[config.mk]
export PLATFORM = sky130hd
export DESIGN_NAME = ccd_clock_ctrl
export DESIGN_NICKNAME = d
export VERILOG_FILES = /design/src/rtl/ccd_pkg.sv /design/src/rtl/ccd_sync.sv /design/src/rtl/ccd_tick_div.sv /design/src/rtl/ccd_clock_ctrl.sv
export SDC_FILE = /design/constraint.sdc
export NUM_CORES = 1
export LEC_CHECK = 0
export ABC_AREA = 1
export BUFFER_PORTS_ARGS = -buffer_cell sky130_fd_sc_hd__buf_2
export CORE_UTILIZATION = 53
export DETAILED_ROUTE_END_ITERATION = 8
export PLACE_DENSITY = 0.76
export RECOVER_POWER = 100
export SLEW_MARGIN = 20
export SYNTH_ARGS = -nofsm -noshare
export SYNTH_HDL_FRONTEND = slang
export SYNTH_SLANG_ARGS = --single-unit
[constraint.sdc]
create_clock -name clk -period 2.2 [get_ports clk]
set_input_delay 0.11 -clock clk [delete_from_list [all_inputs] [get_ports clk]]
set_output_delay 0.11 -clock clk [all_outputs]
set_load 0.005 [all_outputs]
[src/rtl/ccd_pkg.sv]
// Package with constants, encodings and carriers of the CPU clock divider block.
package ccd_pkg;

  // ----------------------------------------------------------------
  // Timing
  // ----------------------------------------------------------------
  localparam int unsigned CLK_FREQ_HZ  = 200_000_000;
  localparam int unsigned RC_FREQ_HZ   = 6_000_000;
  localparam int unsigned RC_DIV       = CLK_FREQ_HZ / RC_FREQ_HZ;
  localparam int unsigned START_XTAL   = 1024;
  localparam int unsigned START_RC     = 256;
  localparam int unsigned START_W      = 11;
  localparam int unsigned RC_W         = 6;
  localparam logic [RC_W-1:0] RC_LAST  = RC_W'(RC_DIV - 1);
  localparam logic [8:0]  CLKOUT_TERM  = 9'h002;

  // ----------------------------------------------------------------
  // Register map
  // ----------------------------------------------------------------
  localparam int unsigned AW           = 2;
  localparam logic [AW-1:0] REG_DIV    = 2'h0;
  localparam logic [AW-1:0] REG_PORT2  = 2'h1;
  localparam logic [AW-1:0] REG_STAT   = 2'h2;
  localparam logic [7:0]  DIV_RST      = 8'h00;
  localparam int unsigned CKOUT_BIT    = 6;
  localparam int unsigned CFG_SRC_LSB  = 0;
  localparam int unsigned CFG_HALF_BIT = 7;

  // ----------------------------------------------------------------
  // Types
  // ----------------------------------------------------------------
  typedef enum logic [2:0] {
    CCD_SRC_XLOW  = 3'b000,
    CCD_SRC_XMED  = 3'b001,
    CCD_SRC_XHIGH = 3'b010,
    CCD_SRC_RC    = 3'b011,
    CCD_SRC_EXT   = 3'b100
  } ccd_src_t;

  typedef enum logic [1:0] {
    CCD_RUN   = 2'b00,
    CCD_PDOWN = 2'b01,
    CCD_START = 2'b10
  } ccd_pm_t;

  typedef struct packed {
    logic     half;
    ccd_src_t src;
  } ccd_cfg_t;

  typedef struct packed {
    logic o;
    logic oe;
  } ccd_pin_t;

endpackage

[src/rtl/ccd_sync.sv]
// Two-flop synchroniser for a pin with a rising-edge pulse taken after it.
`timescale 1ns/1ps
module ccd_sync (
  input  wire logic clk,   // System clock.
  input  wire logic rst,   // Asynchronous reset, active high.
  input  wire logic pin,   // Asynchronous pin level.
  output logic      level, // Synchronised level.
  output logic      rise   // One-cycle pulse on a rising edge.
);
  logic meta_q;
  logic sync_q;
  logic last_q;

  always_ff @(posedge clk or posedge rst) begin
    if (rst) begin
      meta_q <= 1'b0;
      sync_q <= 1'b0;
      last_q <= 1'b0;
    end else begin
      meta_q <= pin;
      sync_q <= meta_q;
      last_q <= sync_q;
    end
  end

  assign level = sync_q;
  assign rise  = sync_q & ~last_q;
endmodule

[src/rtl/ccd_tick_div.sv]
// Tick divider whose ratio is taken over only at an output boundary or on a clear.
`timescale 1ns/1ps
module ccd_tick_div #(
  parameter int unsigned W = 9 // Counter width.
) (
  input  wire logic         clk,      // System clock.
  input  wire logic         rst,      // Asynchronous reset, active high.
  input  wire logic         clr,      // Synchronous clear of the count.
  input  wire logic         in_tick,  // Input enable pulse.
  input  wire logic [W-1:0] term,     // Requested last count (ratio minus one).
  output logic              out_tick  // One output pulse per term+1 input pulses.
);
  logic [W-1:0] cnt_q;
  logic [W-1:0] act_q;
  logic         wrap;

  assign wrap     = in_tick & (cnt_q >= act_q);
  assign out_tick = wrap & ~clr;

  // A new ratio is adopted only when a period closes or on a clear, so no short pulse appears.
  always_ff @(posedge clk or posedge rst) begin
    if (rst) begin
      cnt_q <= '0;
      act_q <= '0;
    end else if (clr) begin
      cnt_q <= '0;
      act_q <= term;
    end else if (wrap) begin
      cnt_q <= '0;
      act_q <= term;
    end else if (in_tick) begin
      cnt_q <= cnt_q + 1'b1;
    end
  end
endmodule

[src/rtl/ccd_clock_ctrl.sv]
// Oscillator source selection, CPU clock dividers, power-down start-up and clock output.
//
// How it works
// - With the RC source the block makes a nominal 6 MHz oscillator tick that feeds the divider.
// - The external source ticks on each rising first-pin edge, at any rate down to a stop.
// - With the external source and the output off, the second pin carries port data.
// - The clock output can run only with the RC or external source, never with a crystal.
// - With the enable bit set, the output drives the second pin while the oscillator runs.
// - The output toggles every three CPU ticks, one sixth of the CPU clock rate.
// - The half-speed strap divides the oscillator by two ahead of the CPU divider.
// - Peripherals take the same CPU tick, so the half-speed division reaches them too.
// - A divider value of zero passes the (possibly halved) oscillator tick straight to the CPU.
// - A nonzero divider value N divides by 2*(N+1).
// - The divider register may be written at any time and execution continues.
// - Source and half-speed come from straps caught once after reset and never change at run time.
// - On wake from power down execution is held for 1024 ticks with a crystal, 256 otherwise.
// - In power down the oscillator stops, so no CPU tick and no clock output exist.
//
// The strobed register port and the register addresses are this design's own decisions.
`timescale 1ns/1ps
module ccd_clock_ctrl (
  input  wire logic            clk,               // 200 MHz system clock.
  input  wire logic            rst,               // Asynchronous reset, active high.
  input  wire logic [7:0]      user_config_byte1, // Nonvolatile strap byte.
  input  wire logic [ccd_pkg::AW-1:0] reg_addr,   // Register address.
  input  wire logic [7:0]      reg_wdata,         // Register write data.
  input  wire logic            reg_wr,            // Write strobe.
  input  wire logic            reg_rd,            // Read strobe.
  output logic [7:0]           reg_rdata,         // Read data, cycle after the strobe.
  input  wire logic            power_down_req,    // Pulse: enter power down.
  input  wire logic            wake_req,          // Pulse: leave power down.
  input  wire logic            osc_in_pin,        // First oscillator pin.
  input  wire logic            osc_out_pin_i,     // Second oscillator pin, input side.
  output logic                 osc_out_pin_o,     // Second oscillator pin, output value.
  output logic                 osc_out_pin_oe,    // Second oscillator pin, output enable.
  input  wire ccd_pkg::ccd_pin_t gpio_p20,        // Port logic drive for the second pin.
  output logic                 gpio_p20_in,       // Synchronised level of the second pin.
  output logic                 cpu_tick,          // CPU and peripheral clock enable.
  output logic                 cpu_hold,          // Execution held.
  output logic                 osc_running        // Oscillator running.
);
  import ccd_pkg::*;

  // ----------------------------------------------------------------
  // Straps
  // ----------------------------------------------------------------
  ccd_cfg_t cfg_q;
  logic     cfg_ok_q;
  logic     is_rc;
  logic     is_ext;
  logic     is_xtal;

  // Straps are sampled by a clocked process after reset so the async reset stays constant.
  always_ff @(posedge clk or posedge rst) begin
    if (rst) begin
      cfg_q    <= '{half: 1'b0, src: CCD_SRC_RC};
      cfg_ok_q <= 1'b0;
    end else if (!cfg_ok_q) begin
      cfg_q.src  <= ccd_src_t'(user_config_byte1[CFG_SRC_LSB +: 3]);
      cfg_q.half <= user_config_byte1[CFG_HALF_BIT];
      cfg_ok_q   <= 1'b1;
    end
  end

  assign is_rc   = (cfg_q.src == CCD_SRC_RC);
  assign is_ext  = (cfg_q.src == CCD_SRC_EXT);
  assign is_xtal = ~is_rc & ~is_ext;

  // ----------------------------------------------------------------
  // Power state
  // ----------------------------------------------------------------
  ccd_pm_t              pm_q;
  logic [START_W-1:0]   start_q;
  logic [START_W-1:0]   start_last;
  logic                 osc_tick;

  // The start-up wait counts oscillator ticks, not system clocks, so it scales with the source.
  // A stopped external clock therefore holds execution until it runs again.
  assign start_last = is_xtal ? START_W'(START_XTAL - 1) : START_W'(START_RC - 1);

  always_ff @(posedge clk or posedge rst) begin
    if (rst) begin
      pm_q    <= CCD_RUN;
      start_q <= '0;
    end else begin
      case (pm_q)
        CCD_RUN: begin
          if (power_down_req) begin
            pm_q <= CCD_PDOWN;
          end
        end
        CCD_PDOWN: begin
          start_q <= '0;
          if (wake_req) begin
            pm_q <= CCD_START;
          end
        end
        CCD_START: begin
          if (osc_tick) begin
            if (start_q == start_last) begin
              pm_q <= CCD_RUN;
            end else begin
              start_q <= start_q + 1'b1;
            end
          end
        end
        default: pm_q <= CCD_RUN;
      endcase
    end
  end

  assign osc_running = cfg_ok_q & (pm_q != CCD_PDOWN);
  assign cpu_hold    = ~cfg_ok_q | (pm_q != CCD_RUN);

  // ----------------------------------------------------------------
  // Oscillator tick
  // ----------------------------------------------------------------
  logic [RC_W-1:0] rc_q;
  logic            rc_tick;
  logic            pin_rise;

  always_ff @(posedge clk or posedge rst) begin
    if (rst) begin
      rc_q <= '0;
    end else if (!osc_running || !is_rc) begin
      rc_q <= '0;
    end else if (rc_q == RC_LAST) begin
      rc_q <= '0;
    end else begin
      rc_q <= rc_q + 1'b1;
    end
  end

  // The system clock over 33 gives about 6.06 MHz; the rounding is far inside the RC spread.
  // A real RC cell would replace this counter; the tick interface stays the same.
  assign rc_tick = is_rc & (rc_q == RC_LAST);

  ccd_sync u_sync_in (
    .clk   (clk),
    .rst   (rst),
    .pin   (osc_in_pin),
    .level (),
    .rise  (pin_rise)
  );

  ccd_sync u_sync_out (
    .clk   (clk),
    .rst   (rst),
    .pin   (osc_out_pin_i),
    .level (gpio_p20_in),
    .rise  ()
  );

  // Crystal and external clocks both arrive as edges on the first pin; a stopped pin
  // simply produces no ticks, which is why the external mode tolerates 0 Hz.
  assign osc_tick = osc_running & (is_rc ? rc_tick : pin_rise);

  // ----------------------------------------------------------------
  // Half speed and programmable divider
  // ----------------------------------------------------------------
  logic       half_q;
  logic       pre_tick;
  logic [7:0] div_q;
  logic [8:0] div_term;

  always_ff @(posedge clk or posedge rst) begin
    if (rst) begin
      half_q <= 1'b0;
    end else if (!osc_running) begin
      half_q <= 1'b0;
    end else if (osc_tick) begin
      half_q <= ~half_q;
    end
  end

  // The phase restarts in power down, so the first halved period after wake is a full one.
  assign pre_tick = osc_tick & (~cfg_q.half | half_q);
  assign div_term = (div_q == DIV_RST) ? 9'h000 : {div_q, 1'b1};

  ccd_tick_div #(
    .W (9)
  ) u_cpu_div (
    .clk      (clk),
    .rst      (rst),
    .clr      (1'b0),
    .in_tick  (pre_tick),
    .term     (div_term),
    .out_tick (cpu_tick)
  );
  // The one cpu_tick drives both the core and the peripherals, so timers scale with it.

  // ----------------------------------------------------------------
  // Registers
  // ----------------------------------------------------------------
  logic       clock_out_enable_q;
  logic [7:0] rdata_q;
  logic [7:0] port2_mode_reg1;

  // The divider only stores the value; the running count is untouched, so code keeps going.
  always_ff @(posedge clk or posedge rst) begin
    if (rst) begin
      div_q <= DIV_RST;
    end else if (reg_wr && reg_addr == REG_DIV) begin
      div_q <= reg_wdata;
    end
  end

  always_ff @(posedge clk or posedge rst) begin
    if (rst) begin
      clock_out_enable_q <= 1'b0;
    end else if (reg_wr && reg_addr == REG_PORT2) begin
      clock_out_enable_q <= reg_wdata[CKOUT_BIT];
    end
  end

  always_comb begin
    port2_mode_reg1            = 8'h00;
    port2_mode_reg1[CKOUT_BIT] = clock_out_enable_q;
  end

  // Read data stand for one cycle, then zero, so a late sample is never taken as fresh data.
  always_ff @(posedge clk or posedge rst) begin
    if (rst) begin
      rdata_q <= 8'h00;
    end else if (reg_rd) begin
      case (reg_addr)
        REG_DIV:   rdata_q <= div_q;
        REG_PORT2: rdata_q <= port2_mode_reg1;
        REG_STAT:  rdata_q <= {cpu_hold, osc_running, pm_q, cfg_q.half, cfg_q.src};
        default:   rdata_q <= 8'h00;
      endcase
    end else begin
      rdata_q <= 8'h00;
    end
  end

  assign reg_rdata = rdata_q;

  // ----------------------------------------------------------------
  // Clock output
  // ----------------------------------------------------------------
  logic clkout_on;
  logic clkout_tog;
  logic clkout_q;

  // Idle does not stop the oscillator, so of the power states only power down silences the output.
  assign clkout_on = clock_out_enable_q & ~is_xtal & osc_running;

  ccd_tick_div #(
    .W (9)
  ) u_out_div (
    .clk      (clk),
    .rst      (rst),
    .clr      (~clkout_on),
    .in_tick  (cpu_tick),
    .term     (CLKOUT_TERM),
    .out_tick (clkout_tog)
  );

  always_ff @(posedge clk or posedge rst) begin
    if (rst) begin
      clkout_q <= 1'b0;
    end else if (!clkout_on) begin
      clkout_q <= 1'b0;
    end else if (clkout_tog) begin
      clkout_q <= ~clkout_q;
    end
  end

  // With a crystal the pin belongs to the amplifier, so the digital side keeps off it.
  always_comb begin
    if (clkout_on) begin
      osc_out_pin_o  = clkout_q;
      osc_out_pin_oe = 1'b1;
    end else if (!is_xtal) begin
      osc_out_pin_o  = gpio_p20.o;
      osc_out_pin_oe = gpio_p20.oe;
    end else begin
      osc_out_pin_o  = 1'b0;
      osc_out_pin_oe = 1'b0;
    end
  end

  // Helper count of CPU ticks since the last output toggle, for the one-sixth check.
  logic [2:0] tick_cnt_q;

  always_ff @(posedge clk or posedge rst) begin
    if (rst) begin
      tick_cnt_q <= '0;
    end else if (!clkout_on || clkout_tog) begin
      tick_cnt_q <= '0;
    end else if (cpu_tick) begin
      tick_cnt_q <= tick_cnt_q + 1'b1;
    end
  end
endmodule

==> impl_metrics.json <==
{
  "start_kind": "flop",
  "grt_max_degree": 47,
  "crit_path_max_incr_delay_ps": 590,
  "n_antenna_cell": 0,
  "worstSetupPathType": "flop to output pin",
  "period_share_pct": 93.9,
  "htreeDepth": 3,
  "max_slew_margin_pct": 26.7,
  "power_frac_comb_pct": 28.3,
  "coreArea_sq_um": 7250,
  "place_area_sq_um": 4250,
  "drt-initial-drc-count": 162,
  "multi_input_area_sq_um": 1710,
  "clockRootBuffer": "clkbuf_8",
  "layout.cells.non_filler": 633,
  "track_usage_pct": 23.0,
  "worstPathArrival_ps": 1950,
  "drc_errors": 0,
  "synth_cells": 472,
  "cp-startpoint": "cfg_q[0]",
  "leakagePower_uw": 0.00220,
  "setup_viol": 0,
  "final_nets": 572,
  "fmax_mhz": 484,
  "final_antenna_net_count": 0,
  "synth_largest_area_cell": "dfrtp_1",
  "ir_drop_mv": 0.403,
  "hold_path_class": "input pin to flop",
  "fp.dieW_um": 88.4,
  "cp-end-kind": "output pin",
  "hold-worst-slack_ps": 22.1,
  "numCtsBuffers": 9,
  "crit_fanout": 5,
  "p_clk_share_pct": 27.2,
  "status": "finished, final reports clean",
  "grt_pass1_wl_um": 13700,
  "p_sw_uw": 1430,
  "first_global_vias": 3172,
  "clock_skew_ps": 9.17,
  "syn2layout_area_growth_pct": 13.3,
  "syn_nets": 515,
  "first_pass_iters": 4,
  "layout-drive-gt1-share_pct": 13.9,
  "min_from": "reg_wdata[1]",
  "crit_required_ps": 2090,
  "ys_seq_elements": 76,
  "cts_tree": "done",
  "drv_slew": 0,
  "die-height_um": 88.4,
  "tightest_slew_ps": 1100,
  "hpwl_um": 5630,
  "dp.cells": 606,
  "finalHoldViolations": 0,
  "fin_crit_ps": 2060,
  "cp_num_buf_inv": 1,
  "synthFlopType": "dfrtp_1",
  "fillCellCount": 670,
  "r2r_start": "rc_q[0]",
  "synthArstFlopShare_pct": 100,
  "antenna_found_initial": 0,
  "swShare_pct": 36.5,
  "critical-path-top-delay-family": "simple AND/OR/NAND/NOR gates",
  "yosysTopAreaCellShare_pct": 46.8,
  "fin_util_pct": 61.8,
  "clock_latency_ps": 350,
  "clock-sinks": 76,
  "viasPerCell": 5.06,
  "path_cells": "nand3_1 > nand2_1 > nand3_2 > nor2_1 > a21oi_1 > clkbuf_1",
  "yosysMostFrequentCell": "nand2_1",
  "yosysUniqueCellTypes": 37,
  "yosysSeqAreaShare_pct": 48.1,
  "ys_warn_count": 0,
  "synthTopCellsByArea": "dfrtp_1 47%, nand2_1 11%, inv_1 5.8%, nor2_1 4.9%, ha_1 4.7%",
  "seq_power_share_pct": 44.5,
  "synth_edf_count": 0,
  "fin_setup_tns_ps": 0,
  "final_cell_area_sq_um": 4480,
  "routed_wl_um": 7830,
  "start_util_pct": 54.5,
  "netlist_area_sq_um": 3960,
  "crit_slowest_cell": "dfstp_1",
  "clock_path_buffers": 2,
  "cap_violations": 0,
  "gr-total-overflow": 0,
  "avgRoutedWirePerCell_um": 12.4,
  "dieArea_sq_um": 7810,
  "avgSynthCellArea_sq_um": 8.38,
  "rsz0062_at_grt": "no",
  "std_cell_rows": 31,
  "synth_common_cells": "119 x nand2_1, 74 x dfrtp_1, 61 x inv_1, 52 x nor2_1, 31 x nand3_1",
  "io_pins": 42,
  "clk_pin_slew_ps": 80,
  "seq_area_sq_um": 1910,
  "internal-power_uw": 2490,
  "gp_congestion": 0.846,
  "p_per_area_nw_per_um2": 876,
  "vias": 3204,
  "numPortBuffers": 37
}
routing by layer:
layer / wire (um) / vias to the layer above / global-route usage (%)
met5: 0 / - / 0
met4: 136 / 0 / 9.97
met2: 3930 / 62 / 40.6
met3: 234 / 13 / 4.29
li1: - / 1609 / -
met1: 3530 / 1520 / 27.5
cells by family after synthesis:
logic type | count (synthesis) | share of synthesized area (%)
compound gates | 49 | 7.15
simple gates | 245 | 28.9
xor+xnor | 13 | 2.88
flops | 76 | 48.1
fa+ha+maj | 15 | 4.74
other cells | 1 | 0.0948
buf+inv | 71 | 7.56
mux | 2 | 0.569
stage by stage:
stage / worst slack, ps / power (uW)
5_1_grt: 17.5 / 4200
3_3_place_gp: 351 / 2860
6_report: 135 / 3930
2_1_floorplan: 155 / 2650
4_1_cts: 133 / 4000
3_5_place_dp: 253 / 2910
power groups by stage:
stage | registers [uW] | clock network (uW) | logic (uW)
floorplan | 1730 | 0 | 924
detailed placement | 1770 | 0 | 1140
CTS | 1750 | 1100 | 1160
global placement | 1770 | 0 | 1100
finish | 1750 | 1070 | 1110
global route | 1770 | 1140 | 1280
state kept, by name (all words and copies together) (netlist names), 2 cells and up:
signal           cells
u_out_div.cnt_q      9
u_cpu_div.act_q      9
div_q                8
start_q             11
rc_q                 6
reg_rdata            8
cfg_q                4
u_cpu_div.cnt_q      9
pm_q                 2
cells in the final DEF (no fill, tap or decap), types with 4 or more instances in the layout:
master | netlist | layout
nand3_1 | 31 | 33
clkinvlp_4 | 0 | 4
ha_1 | 15 | 15
nor2_1 | 52 | 53
a21oi_1 | 21 | 21
xnor2_1 | 5 | 5
nand3_2 | 5 | 4
nand4_1 | 8 | 8
buf_2 | 0 | 27
nand3b_1 | 4 | 4
dfrtp_1 | 74 | 73
nor3_1 | 5 | 5
inv_1 | 61 | 61
clkbuf_1 | 2 | 11
xor2_1 | 8 | 8
clkbuf_8 | 0 | 9
dlygate4sd3_1 | 0 | 9
nand2_1 | 119 | 122
o21ai_0 | 15 | 21
tightest hold or removal path: cells and delay by family:
kind / cells / cell delay, ps
compound gates: 1 / 100
buf+inv: 1 / 80
simple gates: 1 / 40
worst paths after layout:
path,to,slack [ps],depth (start not counted)
max,osc_out_pin_o,140,6
max reg2reg,clkout_q,250,12
max in group asynchronous,u_cpu_div.cnt_q[2],770,4
min reg2reg,u_sync_in.level,360,0
min in group asynchronous,start_q[3],540,4
min,div_q[1],20,3
area by class of cell:
type | count | share of cell area (%)
Clock buffer | 9 | 2.76
Multi-Input combinational cell | 325 | 38.1
Inverter | 64 | 5.39
Clock inverter | 7 | 1.73
Timing Repair Buffer | 53 | 6.78
Sequential cell | 76 | 42.5
Tap cell | 99 | 2.76
repair_timing:
item | 4_1_cts | 5_1_grt
gates resized for setup | 0 | 1
hold endpoints to repair | 82 | 0
hold buffers | 9 | 0
setup buffers | 0 | 2
endpoints found under the setup margin | 0 | 1
Note: power is estimated with default switching activity, not from simulation.
